## src/gpc_pkg.sv

```systemverilog
// Shared constants, types and register map of the gated photon counters
package gpc_pkg;

    // ========================================
    // Register port
    localparam int ADDR_W = 8;
    localparam int DATA_W = 32;

    localparam logic [7:0] CTRL_OFS = 8'h00;
    localparam logic [7:0] CMD_OFS = 8'h04;
    localparam logic [7:0] T_PRESET_VALUE_OFS = 8'h08;
    localparam logic [7:0] B_PRESET_VALUE_OFS = 8'h0C;
    localparam logic [7:0] STAT_OFS = 8'h10;
    localparam logic [7:0] HOLD_OFS = 8'h14;
    localparam logic [7:0] A_MID_OFS = 8'h18;
    localparam logic [7:0] B_MID_OFS = 8'h1C;
    localparam logic [7:0] A_UP_OFS = 8'h20;
    localparam logic [7:0] B_UP_OFS = 8'h24;
    localparam logic [7:0] T_LEFT_OFS = 8'h28;

    // ========================================
    // Control register fields
    localparam int CTRL_SIG_BLK_A = 0;
    localparam int CTRL_TB_BLK_A = 1;
    localparam int CTRL_INV_A = 2;
    localparam int CTRL_INV_B = 3;
    localparam int CTRL_B_SEL = 4;
    localparam int CTRL_CONT_GATE = 5;
    localparam int CTRL_B_PRESET = 6;
    localparam int CTRL_TSRC_LSB = 7;
    localparam int CTRL_W = 9;
    localparam logic [CTRL_W-1:0] CTRL_RST = 9'h000;

    // Command register bits, each a one-cycle action
    localparam int CMD_CLEAR = 0;
    localparam int CMD_HOLD = 1;
    localparam int CMD_ARM = 2;
    localparam int CMD_HALT = 3;
    localparam int CMD_REARM = 4;

    localparam logic [31:0] T_PRESET_VALUE_RST = 32'h0000_0001;
    localparam logic [31:0] B_PRESET_VALUE_RST = 32'h0000_0001;

    // ========================================
    // Timing and counter geometry
    localparam int SYS_CLK_HZ = 100_000_000;
    localparam int TIMEBASE_HZ = 10_000_000;
    localparam int TB_DIV = SYS_CLK_HZ / TIMEBASE_HZ;
    localparam int TB_W = 4;
    localparam int LOW_BITS = 6;
    localparam int MID_DIV = 6250;
    localparam int MID_W = 13;
    localparam int UP_W = 32;
    localparam logic [MID_W-1:0] MID_START = MID_W'(MID_DIV - 1);

    // Pin vector positions
    localparam int PIN_A = 0;
    localparam int PIN_B1 = 1;
    localparam int PIN_B2 = 2;
    localparam int PIN_T = 3;
    localparam int PIN_TRIG = 4;
    localparam int PIN_GATE_A_N = 5;
    localparam int PIN_GATE_B_N = 6;
    localparam int PIN_FREEZE = 7;
    localparam int PIN_W = 8;

    // ========================================
    // Types
    typedef enum logic [1:0] {
        TSRC_TIMEBASE,
        TSRC_TRIGGER,
        TSRC_TDISC,
        TSRC_BGATED
    } t_src_t;

    typedef enum logic [1:0] {
        ST_IDLE,
        ST_ARMED,
        ST_COUNTING,
        ST_DONE
    } period_state_t;

    typedef struct packed {
        logic [LOW_BITS-1:0] low;
        logic [LOW_BITS-1:0] held;
        logic [MID_W-1:0] mid;
        logic [UP_W-1:0] upper;
    } chan_t;

endpackage

```

## src/gated_photon_counters.sv

```systemverilog
// Gated counting core: discriminators, counters A and B, interval counter T
module gated_photon_counters
    import gpc_pkg::*;
(
    input wire logic sys_clk,
    input wire logic rst,
    input wire logic [ADDR_W-1:0] reg_addr,
    input wire logic [DATA_W-1:0] reg_wdata,
    input wire logic reg_wr,
    input wire logic reg_rd,
    output logic [DATA_W-1:0] reg_rdata,
    input wire logic comp_a,
    input wire logic comp_b1,
    input wire logic comp_b2,
    input wire logic comp_t,
    input wire logic comp_trig,
    input wire logic gate_a_n,
    input wire logic gate_b_n,
    input wire logic comparator_freeze,
    output logic period_done,
    output logic window_open,
    output logic rollover_a,
    output logic rollover_b,
    output logic t_disc_out,
    output logic t_output_suppress
);

    // ========================================
    // Helpers
    function automatic logic rise(input logic cur, input logic prev);
        rise = cur & ~prev;
    endfunction

    function automatic logic hit(input logic [ADDR_W-1:0] a, input logic [ADDR_W-1:0] ofs);
        hit = (a == ofs);
    endfunction

    // ========================================
    // Declarations
    logic [PIN_W-1:0] pins;
    logic [PIN_W-1:0] sync1_q;
    logic [PIN_W-1:0] sync2_q;
    logic disc_a_q;
    logic disc_b_q;
    logic disc_t_q;
    logic disc_trig_q;
    logic prev_a_q;
    logic prev_b_q;
    logic prev_t_q;
    logic prev_trig_q;
    logic [CTRL_W-1:0] ctrl_q;
    logic [31:0] t_preset_value_q;
    logic [31:0] b_preset_value_q;
    logic [31:0] t_left_q;
    logic [TB_W-1:0] tb_cnt_q;
    logic tb_tick;
    logic tb_level_q;
    logic window_q;
    logic done_q;
    logic done_pulse_q;
    logic tdisc_q;
    logic clear_q;
    logic preload_q;
    period_state_t state_q;
    logic signal_input_block_a;
    logic timebase_block_a;
    logic slope_invert_a;
    logic slope_invert_b;
    logic b_input_sel;
    logic continuous_gate;
    logic b_preset_mode;
    t_src_t t_src;
    logic wr_cmd;
    logic cmd_clear;
    logic prescale_hold_strobe;
    logic cmd_arm;
    logic halt_n;
    logic done_rearm_n;
    logic a_src_edge;
    logic b_edge;
    logic t_edge;
    logic gate_a_eff_n;
    logic a_window_n;
    logic b_window_n;
    logic [1:0] count_pulse;
    logic [1:0] rollover;
    chan_t chan [2];
    logic [31:0] t_preset_value;
    logic [31:0] b_preset_value;
    logic [31:0] t_reload;
    logic close_now;

    // ========================================
    // Control decode
    assign signal_input_block_a = ctrl_q[CTRL_SIG_BLK_A];
    assign timebase_block_a = ctrl_q[CTRL_TB_BLK_A];
    assign slope_invert_a = ctrl_q[CTRL_INV_A];
    assign slope_invert_b = ctrl_q[CTRL_INV_B];
    assign b_input_sel = ctrl_q[CTRL_B_SEL];
    assign continuous_gate = ctrl_q[CTRL_CONT_GATE];
    assign b_preset_mode = ctrl_q[CTRL_B_PRESET];
    assign t_src = t_src_t'(ctrl_q[CTRL_TSRC_LSB +: 2]);
    assign t_preset_value = t_preset_value_q;
    assign b_preset_value = b_preset_value_q;

    assign wr_cmd = reg_wr & hit(reg_addr, CMD_OFS);
    assign cmd_clear = wr_cmd & reg_wdata[CMD_CLEAR];
    assign prescale_hold_strobe = wr_cmd & reg_wdata[CMD_HOLD];
    assign cmd_arm = wr_cmd & reg_wdata[CMD_ARM];
    assign halt_n = ~(wr_cmd & reg_wdata[CMD_HALT]);
    assign done_rearm_n = ~(wr_cmd & reg_wdata[CMD_REARM]);

    // ========================================
    // Pin synchronisers
    assign pins = {comparator_freeze, gate_b_n, gate_a_n, comp_trig,
                   comp_t, comp_b2, comp_b1, comp_a};

    always_ff @(posedge sys_clk or posedge rst) begin
        if (rst) begin
            sync1_q <= '0;
            sync2_q <= '0;
        end else begin
            sync1_q <= pins;
            sync2_q <= sync1_q;
        end
    end

    // ========================================
    // Discriminator outputs
    // freeze holds last state
    always_ff @(posedge sys_clk or posedge rst) begin
        if (rst) begin
            disc_a_q <= 1'b0;
            disc_b_q <= 1'b0;
            disc_t_q <= 1'b0;
            disc_trig_q <= 1'b0;
        end else if (!sync2_q[PIN_FREEZE]) begin
            disc_a_q <= sync2_q[PIN_A] ^ slope_invert_a;
            disc_b_q <= (b_input_sel ? sync2_q[PIN_B2] : sync2_q[PIN_B1]) ^ slope_invert_b;
            disc_t_q <= sync2_q[PIN_T];
            disc_trig_q <= sync2_q[PIN_TRIG];
        end
    end

    always_ff @(posedge sys_clk or posedge rst) begin
        if (rst) begin
            prev_a_q <= 1'b0;
            prev_b_q <= 1'b0;
            prev_t_q <= 1'b0;
            prev_trig_q <= 1'b0;
        end else begin
            prev_a_q <= disc_a_q;
            prev_b_q <= disc_b_q;
            prev_t_q <= disc_t_q;
            prev_trig_q <= disc_trig_q;
        end
    end

    // ========================================
    // 10 MHz timebase as a tick enable
    assign tb_tick = (tb_cnt_q == TB_W'(TB_DIV - 1));

    always_ff @(posedge sys_clk or posedge rst) begin
        if (rst) begin
            tb_cnt_q <= '0;
            tb_level_q <= 1'b0;
        end else begin
            tb_cnt_q <= tb_tick ? '0 : tb_cnt_q + TB_W'(1);
            tb_level_q <= (tb_cnt_q < TB_W'(TB_DIV / 2));
        end
    end

    // ========================================
    // Counter input selection and gating
    // per-source block signals
    assign a_src_edge = (rise(disc_a_q, prev_a_q) & ~signal_input_block_a)
                      | (tb_tick & ~timebase_block_a);
    assign b_edge = rise(disc_b_q, prev_b_q);

    assign gate_a_eff_n = continuous_gate ? 1'b0 : sync2_q[PIN_GATE_A_N];
    assign a_window_n = ~window_q;
    assign b_window_n = b_preset_mode ? 1'b0 : ~window_q;

    assign count_pulse[0] = a_src_edge & ~gate_a_eff_n & ~a_window_n;
    assign count_pulse[1] = b_edge & ~sync2_q[PIN_GATE_B_N] & ~b_window_n;

    // ========================================
    // Counters A and B
    genvar gi;
    generate
        for (gi = 0; gi < 2; gi++) begin : g_chan
            counter_chain u_chain (
                .sys_clk(sys_clk),
                .rst(rst),
                .clear(clear_q),
                .preload(preload_q),
                .count_pulse(count_pulse[gi]),
                .hold_strobe(prescale_hold_strobe),
                .chan(chan[gi]),
                .rollover(rollover[gi])
            );
        end
    endgenerate

    assign rollover_a = rollover[0];
    assign rollover_b = rollover[1];

    always_ff @(posedge sys_clk or posedge rst) begin
        if (rst) begin
            clear_q <= 1'b0;
            preload_q <= 1'b0;
        end else begin
            clear_q <= cmd_clear | ~done_rearm_n;
            preload_q <= clear_q;
        end
    end

    // ========================================
    // T counter source
    // four-way source select
    // B preset with the TSRC_BGATED source routes B into T
    always_comb begin
        case (t_src)
            TSRC_TIMEBASE: t_edge = tb_tick;
            TSRC_TRIGGER: t_edge = rise(disc_trig_q, prev_trig_q);
            TSRC_TDISC: t_edge = rise(disc_t_q, prev_t_q);
            TSRC_BGATED: t_edge = b_preset_mode & b_edge & ~sync2_q[PIN_GATE_B_N];
            default: t_edge = 1'b0;
        endcase
    end

    assign t_output_suppress = b_preset_mode;

    always_ff @(posedge sys_clk or posedge rst) begin
        if (rst) begin
            tdisc_q <= 1'b0;
        end else begin
            tdisc_q <= (t_src == TSRC_TIMEBASE ? tb_level_q : disc_t_q) & ~t_output_suppress;
        end
    end

    assign t_disc_out = tdisc_q;

    // ========================================
    // Count period sequence
    assign t_reload = b_preset_mode ? b_preset_value : t_preset_value;
    assign close_now = (state_q == ST_COUNTING)
                     && ((t_edge && t_left_q <= 32'h0000_0001) || !halt_n);

    always_ff @(posedge sys_clk or posedge rst) begin
        if (rst) begin
            state_q <= ST_IDLE;
        end else begin
            case (state_q)
                ST_IDLE: begin
                    if (cmd_arm) begin
                        state_q <= ST_ARMED;
                    end
                end
                ST_ARMED: begin
                    if (!halt_n) begin
                        state_q <= ST_DONE;
                    end else if (t_edge) begin
                        state_q <= ST_COUNTING;
                    end
                end
                ST_COUNTING: begin
                    if (close_now) begin
                        state_q <= ST_DONE;
                    end
                end
                ST_DONE: begin
                    if (!done_rearm_n) begin
                        state_q <= ST_IDLE;
                    end
                end
                default: state_q <= ST_IDLE;
            endcase
        end
    end

    always_ff @(posedge sys_clk or posedge rst) begin
        if (rst) begin
            window_q <= 1'b0;
        end else if (state_q == ST_ARMED && t_edge && halt_n) begin
            window_q <= 1'b1;
        end else if (close_now || state_q != ST_COUNTING) begin
            window_q <= 1'b0;
        end
    end

    always_ff @(posedge sys_clk or posedge rst) begin
        if (rst) begin
            t_left_q <= T_PRESET_VALUE_RST;
        end else if (close_now || (state_q == ST_ARMED && !halt_n) || state_q == ST_IDLE) begin
            t_left_q <= t_reload;
        end else if (state_q == ST_COUNTING && t_edge) begin
            t_left_q <= t_left_q - 32'h0000_0001;
        end
    end

    always_ff @(posedge sys_clk or posedge rst) begin
        if (rst) begin
            done_q <= 1'b0;
            done_pulse_q <= 1'b0;
        end else begin
            done_pulse_q <= close_now || (state_q == ST_ARMED && !halt_n);
            if (close_now || (state_q == ST_ARMED && !halt_n)) begin
                done_q <= 1'b1;
            end else if (!done_rearm_n) begin
                done_q <= 1'b0;
            end
        end
    end

    assign period_done = done_pulse_q;
    assign window_open = window_q;

    // ========================================
    // Register writes
    always_ff @(posedge sys_clk or posedge rst) begin
        if (rst) begin
            ctrl_q <= CTRL_RST;
            t_preset_value_q <= T_PRESET_VALUE_RST;
            b_preset_value_q <= B_PRESET_VALUE_RST;
        end else if (reg_wr) begin
            if (hit(reg_addr, CTRL_OFS)) begin
                ctrl_q <= reg_wdata[CTRL_W-1:0];
            end
            if (hit(reg_addr, T_PRESET_VALUE_OFS)) begin
                t_preset_value_q <= reg_wdata;
            end
            if (hit(reg_addr, B_PRESET_VALUE_OFS)) begin
                b_preset_value_q <= reg_wdata;
            end
        end
    end

    // ========================================
    // Register reads, data valid only in the following cycle
    always_ff @(posedge sys_clk or posedge rst) begin
        if (rst) begin
            reg_rdata <= '0;
        end else if (!reg_rd) begin
            reg_rdata <= '0;
        end else begin
            case (reg_addr)
                CTRL_OFS: reg_rdata <= {{(DATA_W - CTRL_W){1'b0}}, ctrl_q};
                T_PRESET_VALUE_OFS: reg_rdata <= t_preset_value_q;
                B_PRESET_VALUE_OFS: reg_rdata <= b_preset_value_q;
                STAT_OFS: reg_rdata <= {26'h0, t_output_suppress, state_q == ST_ARMED,
                                        done_q, window_q, state_q};
                HOLD_OFS: reg_rdata <= {18'h0, chan[1].held, 2'h0, chan[0].held};
                A_MID_OFS: reg_rdata <= {19'h0, chan[0].mid};
                B_MID_OFS: reg_rdata <= {19'h0, chan[1].mid};
                A_UP_OFS: reg_rdata <= chan[0].upper;
                B_UP_OFS: reg_rdata <= chan[1].upper;
                T_LEFT_OFS: reg_rdata <= t_left_q;
                default: reg_rdata <= '0;
            endcase
        end
    end

endmodule

```

## src/counter_chain.sv

```systemverilog
// One gated event counter: prescale bits, divide-by-6250 middle stage, upper word
module counter_chain
    import gpc_pkg::*;
(
    input wire logic sys_clk,
    input wire logic rst,
    input wire logic clear,
    input wire logic preload,
    input wire logic count_pulse,
    input wire logic hold_strobe,
    output chan_t chan,
    output logic rollover
);

    logic div2a_q;
    logic div2b_q;
    logic [3:0] div16_q;
    logic [MID_W-1:0] mid_q;
    logic [UP_W-1:0] up_q;
    logic [LOW_BITS-1:0] held_q;
    logic roll_q;
    logic low_carry;
    logic mid_wrap;

    assign low_carry = count_pulse & div2a_q & div2b_q & (div16_q == 4'hF);
    assign mid_wrap = low_carry & (mid_q == '0);

    // ========================================
    // Prescale stages
    // two halvers then sixteen
    always_ff @(posedge sys_clk or posedge rst) begin
        if (rst) begin
            div2a_q <= 1'b0;
            div2b_q <= 1'b0;
            div16_q <= 4'h0;
        end else if (clear) begin
            div2a_q <= 1'b0;
            div2b_q <= 1'b0;
            div16_q <= 4'h0;
        end else if (count_pulse) begin
            div2a_q <= ~div2a_q;
            if (div2a_q) begin
                div2b_q <= ~div2b_q;
            end
            if (div2a_q && div2b_q) begin
                div16_q <= div16_q + 4'h1;
            end
        end
    end

    // ========================================
    // Middle stage, counts down
    // divide carries by 6250
    always_ff @(posedge sys_clk or posedge rst) begin
        if (rst) begin
            mid_q <= '0;
        end else if (clear) begin
            mid_q <= '0;
        end else if (preload) begin
            mid_q <= MID_START;
        end else if (mid_wrap) begin
            mid_q <= MID_START;
        end else if (low_carry) begin
            mid_q <= mid_q - MID_W'(1);
        end
    end

    always_ff @(posedge sys_clk or posedge rst) begin
        if (rst) begin
            up_q <= '0;
            roll_q <= 1'b0;
        end else begin
            roll_q <= mid_wrap & ~clear & ~preload;
            if (clear) begin
                up_q <= '0;
            end else if (mid_wrap && !preload) begin
                up_q <= up_q + UP_W'(1);
            end
        end
    end

    always_ff @(posedge sys_clk or posedge rst) begin
        if (rst) begin
            held_q <= '0;
        end else if (hold_strobe) begin
            held_q <= {div16_q, div2b_q, div2a_q};
        end
    end

    assign chan.low = {div16_q, div2b_q, div2a_q};
    assign chan.held = held_q;
    assign chan.mid = mid_q;
    assign chan.upper = up_q;
    assign rollover = roll_q;

endmodule

```

## config.mk

```make
export PLATFORM = sky130hd
export DESIGN_NAME = gated_photon_counters
export DESIGN_NICKNAME = d
export VERILOG_FILES = /design/src/gpc_pkg.sv /design/src/gated_photon_counters.sv /design/src/counter_chain.sv
export SDC_FILE = /design/constraint.sdc
export NUM_CORES = 1
export LEC_CHECK = 0
export ABC_AREA = 1
export BUFFER_PORTS_ARGS = -buffer_cell sky130_fd_sc_hd__buf_4
export CAP_MARGIN = 20
export CORE_AREA = 4 4 221 201
export DETAILED_ROUTE_END_ITERATION = 12
export DIE_AREA = 0 0 225 205
export PLACE_DENSITY = 0.53
export SETUP_SLACK_MARGIN = 0.15
export SYNTH_ARGS = -nofsm -noshare
export SYNTH_HDL_FRONTEND = slang
export SYNTH_HIERARCHICAL = 1
export SYNTH_SLANG_ARGS = --single-unit
```

## constraint.sdc

```tcl
create_clock -name sys_clk -period 7.6 [get_ports sys_clk]
set_clock_uncertainty 0.15 [all_clocks]
set_input_delay 0 -clock sys_clk [delete_from_list [all_inputs] [get_ports sys_clk]]
set_output_delay 0 -clock sys_clk [all_outputs]
set_load 0.05 [all_outputs]
```

==> results of run 1 <==
-- sequential cells by signal, indices dropped and copies added, names as in the netlist, 2 cells and up --
signal / flops
b_preset_value: 32
state_q: 2
g_chan.u_chain/div16_q: 8
g_chan.u_chain/div2b_q: 2
g_chan.u_chain/held_q: 12
t_left_q: 32
g_chan.u_chain/rollover: 2
t_preset_value: 32
sync1_q: 8
ctrl_q: 9
tb_cnt_q: 4
reg_rdata: 32
sync2_q: 8
g_chan.u_chain/mid_q: 26
g_chan.u_chain/div2a_q: 2
g_chan.u_chain/up_q: 64
-- worst register-to-register path, delay by kind of cell, from the launching register on --
kind            cells  cell delay (ps)
compound gates      2              550
buf+inv             2              730
flops               1             1070
simple gates        4             1000
-- power breakdown --
part	internal [µW]	leakage [µW]	switching (µW)
Sequential	1680	0.00390	162
Combinational	361	0.00478	767
Clock	1110	0.000600	693
Total	3150	0.00928	1620
-- cell type report --
cell class,instances,area share
Multi-Input combinational cell,1678,0.411
Sequential cell,290,0.371
Timing Repair Buffer,165,0.0711
Clock buffer,44,0.0496
Inverter,255,0.0493
Tap cell,547,0.0350
Clock inverter,17,0.0129
-- layout by cell type, fill, tap and decap left out, types with 3 or more instances in the layout --
master / instances
nand2_1: 636
dfrtp_1: 286
nand3_1: 279
nor2_1: 263
inv_1: 238
o21ai_0: 154
buf_4: 104
dlygate4sd3_1: 61
a21oi_1: 55
nand4_1: 52
clkbuf_16: 35
xor2_1: 27
o21ai_1: 23
a31oi_1: 23
nor2_2: 18
a221oi_1: 17
nand3b_1: 14
inv_2: 13
ha_1: 12
nand2_2: 11
or2_2: 11
nor3_1: 10
xnor2_1: 9
o21bai_1: 9
and2_1: 9
o211ai_1: 7
nand3_2: 7
nor2_4: 7
bufinv_16: 6
clkbuf_8: 6
clkinv_2: 6
clkinv_1: 3
o22ai_1: 3
dfstp_2: 3
clkbuf_1: 3
-- path summary, 6_finish.rpt --
check	slack (ps)	endpoint	start	cells after the start
hold / removal	40	reg_rdata[13]	reg_addr[2]	6
max in group asynchronous	5770	t_preset_value[22]	rst	4
min in group asynchronous	50	tb_cnt_q[0]	rst	3
setup / recovery	4010	g_chan[1].u_chain/up_q[11]	ctrl_q[6]	8
hold reg to reg	200	sync2_q[2]	sync1_q[2]	0
setup reg to reg	4010	g_chan[1].u_chain/up_q[11]	ctrl_q[6]	8
-- through the flow --
step | utilization | total power, µW | hold slack, ps | setup WS [ps]
after global placement | 0.424 | 2940 | -39.0 | 4240
final | 0.468 | 4770 | 41.7 | 4010
after global routing | 0.468 | 5030 | 70.5 | 3790
after detailed placement | 0.424 | 2950 | -39.4 | 4100
after CTS | 0.468 | 4800 | 19.1 | 4110
after floorplan | - | 2660 | -119 | 2740
-- routing by layer --
metal  share of wire  vias to the layer above
met2            0.44                      459
met5         0.00012                        -
li1                -                     7736
met4           0.022                        2
met1            0.48                     7777
met3           0.057                       81
-- repair_timing --
item / 4_1_cts / 5_1_grt
endpoints found under the hold margin: 331 / 0
hold buffers: 61 / 0
gates resized for setup: 0 / 0
setup buffers: 0 / 0
==> impl_metrics.tcl, run 1 <==
set metrics [dict create \
    grt_pass1_vias 15500 \
    crit_slowest_cell "dfrtp_2" \
    final-setup-viol-count 0 \
    cts-buffers-inserted 35 \
    drtAntennaViolNets 0 \
    die_w_um 225 \
    cts.sinks 290 \
    coreArea_um2 41800 \
    final_cells 2996 \
    crit_chain "inv_1 > a21oi_1 > nand3_1 > nor2_4 > nand4_4 > nor2_8 > inv_2 > o21ai_0" \
    power.density_nw_per_um2 244 \
    grt_max_degree 108 \
    use_met3 0.0341 \
    required_ps 7910 \
    multi_input_area_um2 8040 \
    worstSetupPathType "flip-flop to flip-flop" \
    met1_usage 0.366 \
    gp_congestion 0.938 \
    avgSynthCellArea_um2 7.23 \
    std_cell_rows 71 \
    path_buf_inv 2 \
    grt-ovfl-total 0 \
    final_area_um2 19600 \
    cts_root_buf "clkbuf_16" \
    first_iter_violations 1717 \
    worstMarginPinSlew_ps 1110 \
    critical-path-top-delay-family "flip-flops" \
    dpl-instance-area_um2 17700 \
    drt_wl_total_mm 57.1 \
    syn_inst 2302 \
    rsz0062_at_grt "no" \
    fin_tns_setup_ps 0 \
    cap_violations 0 \
    antenna_found_initial 2 \
    insertedDiodeCount 0 \
    clk_pin_slew_ps 60 \
    hold_viol_final 0 \
    finalMaxSlewViolations 0 \
    ir_drop_v 0.000143 \
    die_y_um 205 \
    clk_path_buf_depth 3 \
    clk_latency_ps 550 \
    finalCritPeriodShare 0.472 \
    crit_fanout 59 \
    dieArea_um2 46100 \
    tritoncts "yes" \
    syn_area_um2 16700 \
    fmax_ghz 0.279 \
    vias_per_cell 5.36 \
    cp-end-kind "flip-flop" \
    dr_total_vias 16100 \
    syn_nets 2366 \
    status "completed" \
    final.min_clock_period_ps 3590 \
    htree_num_levels 2 \
    n_fill_cell 4184 \
    dp_cells 2874 \
    remaining_drc_errors 0 \
    io_pins 90 \
    slowest_delay_ps 1070 \
    area_growth_pct 17.5 \
    yosysWarnings 6 \
    numPortBuffers 89 \
    crit_arrival_ps 3900 \
    leakage_uw 0.00928 \
    initial_utilization 0.398 \
    wl_per_cell_um 19.1 \
    worstSetupStartpointType "flip-flop" \
    grt_pass1_wl_mm 89.4 \
    grt_usage 0.248 \
    dp_hpwl_mm 40.8 \
    finalNetCount 2489 \
    seq_area_um2 7260 \
    drive_gt1_frac 0.101 \
    grtUsageMet2 0.383 \
    dr.pass1.iters 5 \
    hold_class "primary input to flip-flop" \
    maxSlewHeadroom 0.263 \
    busiest_layer "met2" \
]
No activity file was read; power rests on OpenSTA's default activity.
==> run 2, diff against run 1 <==
- PLACE_DENSITY: 0.53 -> 0.55
- clock period: 7.6 -> 3.1 ns (I/O delays scaled with it)
==> run 2 against run 1 <==
Sequential power rose by 150%. Wire length fell by 0.39%. Critical path depth rose by 5. Cell count rose by 0.90%. Worst hold slack improved by 9.9 ps. Die area did not move. Critical endpoint is now reg_rdata[12]. Largest power group is now the clock network. Combinational power rose to 2.5 times the previous value.
==> impl_metrics.tcl, run 2 (synthesis gave the netlist of run 1 again) <==
set metrics [dict create \
    dp_cells 2895 \
    swShare 0.338 \
    hold_viol_final 0 \
    die_y_um 205 \
    final_cells 3023 \
    crit_arrival_ps 3100 \
    grtUsageMet2 0.373 \
    final.min_clock_period_ps 2830 \
    power.density_nw_per_um2 598 \
    pwr-share-comb 0.239 \
    first_iter_violations 1624 \
    cts.sinks 290 \
    tritoncts "yes" \
    clk_pin_slew_ps 60 \
    required_ps 3370 \
    dp_hpwl_mm 41.3 \
    fin_tns_setup_ps 0 \
    drt_wl_total_mm 56.9 \
    numPortBuffers 89 \
    fin_util 0.474 \
    top_register "g_chan.u_chain/up_q" \
    io_pins 90 \
    status "completed" \
    finalCritPeriodShare 0.913 \
    p_seq_frac 0.380 \
    grt_pass1_vias 15600 \
    gp_congestion 0.941 \
    fmax_ghz 0.353 \
    htree_num_levels 2 \
    hold_start "reg_addr[6]" \
    p_switching_uw 4010 \
    hold_class "primary input to flip-flop" \
    worstSetupPathType "primary input to flip-flop" \
    setup_ws_ps 270 \
    drtAntennaViolNets 0 \
    timing.rr.start "tb_cnt_q[1]" \
    leakage_uw 0.00942 \
    dr_total_vias 16200 \
    wl_per_cell_um 18.8 \
    use_met3 0.0520 \
    grt_pass1_wl_mm 88.9 \
    finalNetCount 2514 \
    largest_reg_flops 64 \
    cp-end-kind "flip-flop" \
    n_fill_cell 4227 \
    die_w_um 225 \
    cts_root_buf "clkbuf_16" \
    final-setup-viol-count 0 \
    worstMarginPinSlew_ps 777 \
    met1_usage 0.354 \
    rsz0062_at_grt "yes" \
    finalMaxSlewViolations 0 \
    vias_per_cell 5.36 \
    clk_latency_ps 540 \
    drive_gt1_frac 0.109 \
    cts-buffers-inserted 35 \
    busiest_layer "met2" \
    grt_usage 0.245 \
    antenna_found_initial 0 \
    clkPwrFrac 0.381 \
    final_common_cell "nand2_1" \
    pre_cts_slack_ps 465 \
    crit_start "reg_addr[7]" \
    maxSlewHeadroom 0.481 \
    ir_drop_v 0.000388 \
    power_uw 11800 \
    grt-ovfl-total 0 \
    remaining_drc_errors 0 \
    cap_violations 0 \
    worstSetupStartpointType "primary input" \
    initial_utilization 0.398 \
    dieArea_um2 46100 \
    dr.pass1.iters 6 \
    grt_max_degree 71 \
    postCtsSetupBuffers 0 \
    clk_path_buf_depth 3 \
    coreArea_um2 41800 \
    intPower_uw 7840 \
    area_growth_pct 19.1 \
    crit_fanout 17 \
    final_cell_mix "nand2_1, dfrtp_1, nand3_1" \
    insertedDiodeCount 0 \
    std_cell_rows 71 \
]
[run 2: cell count changes in the layout (fill, tap and decap cells not counted), sizes merged]
cell	delta
nand2	+1
inv	-2
buf	+22
clkinv	-1
clkbuf	+5
dlygate4sd3	+2
[run 2: final cells by class]
type / instances / area (µm²) / share of cell area
multi-input cells: 1679 / 8060 / 0.406
inverters: 255 / 963 / 0.0486
repair buffers: 189 / 1600 / 0.0808
flip-flops and latches: 290 / 7260 / 0.366
clock inverters: 14 / 238 / 0.0120
well taps: 547 / 684 / 0.0345
clock buffers: 49 / 1020 / 0.0514
[run 2: repair_timing]
action                                  in CTS  in global routing
endpoints found under the hold margin      255                 15
hold buffers                                62                  1
resized for setup                            0                  3
endpoints found under the setup margin       0                  8
[run 2: power by group through the flow]
stage          clock network, µW  registers [µW]  logic (µW)
2_1_floorplan                  0            4440        2070
3_3_place_gp                   0            4560        2650
3_5_place_dp                   0            4550        2680
4_1_cts                     4610            4490        2760
5_1_grt                     4760            4550        3190
6_report                    4520            4510        2830
[run 2: worst paths after layout]
check | cells after the start | end | slack [ps]
max | 13 | reg_rdata[12] | 270
min | 6 | reg_rdata[7] | 50
max reg2reg | 12 | g_chan[0].u_chain/up_q[11] | 410
min reg2reg | 0 | sync2_q[5] | 190
max in group asynchronous | 6 | g_chan[0].u_chain/up_q[5] | 770
min in group asynchronous | 4 | g_chan[1].u_chain/held_q[0] | 500
[run 2: critical path, stage by stage]
cell           delay [ps]
dlygate4sd3_1         540
buf_4                 140
nor2_2                240
dlygate4sd3_1         660
nand3_2               150
inv_1                 120
nand2_2               170
inv_4                 240
buf_4                 320
nand2_1                90
nand4_1               100
nor3_2                 80
a21oi_1               250
[run 2: per-layer routing]
metal	share of wire	vias to the layer above
li1	-	7789
met1	0.46	7793
met2	0.44	528
met3	0.075	84
met4	0.022	0
met5	0	-
[run 2: metrics by stage]
stage          instance area [µm²]  hold slack [ps]
4_1_cts                      19800             25.4
3_3_place_gp                 17900            -63.4
5_1_grt                      19800             84.4
6_report                     19800             51.6
2_1_floorplan                16700             -119
3_5_place_dp                 17900            -55.9
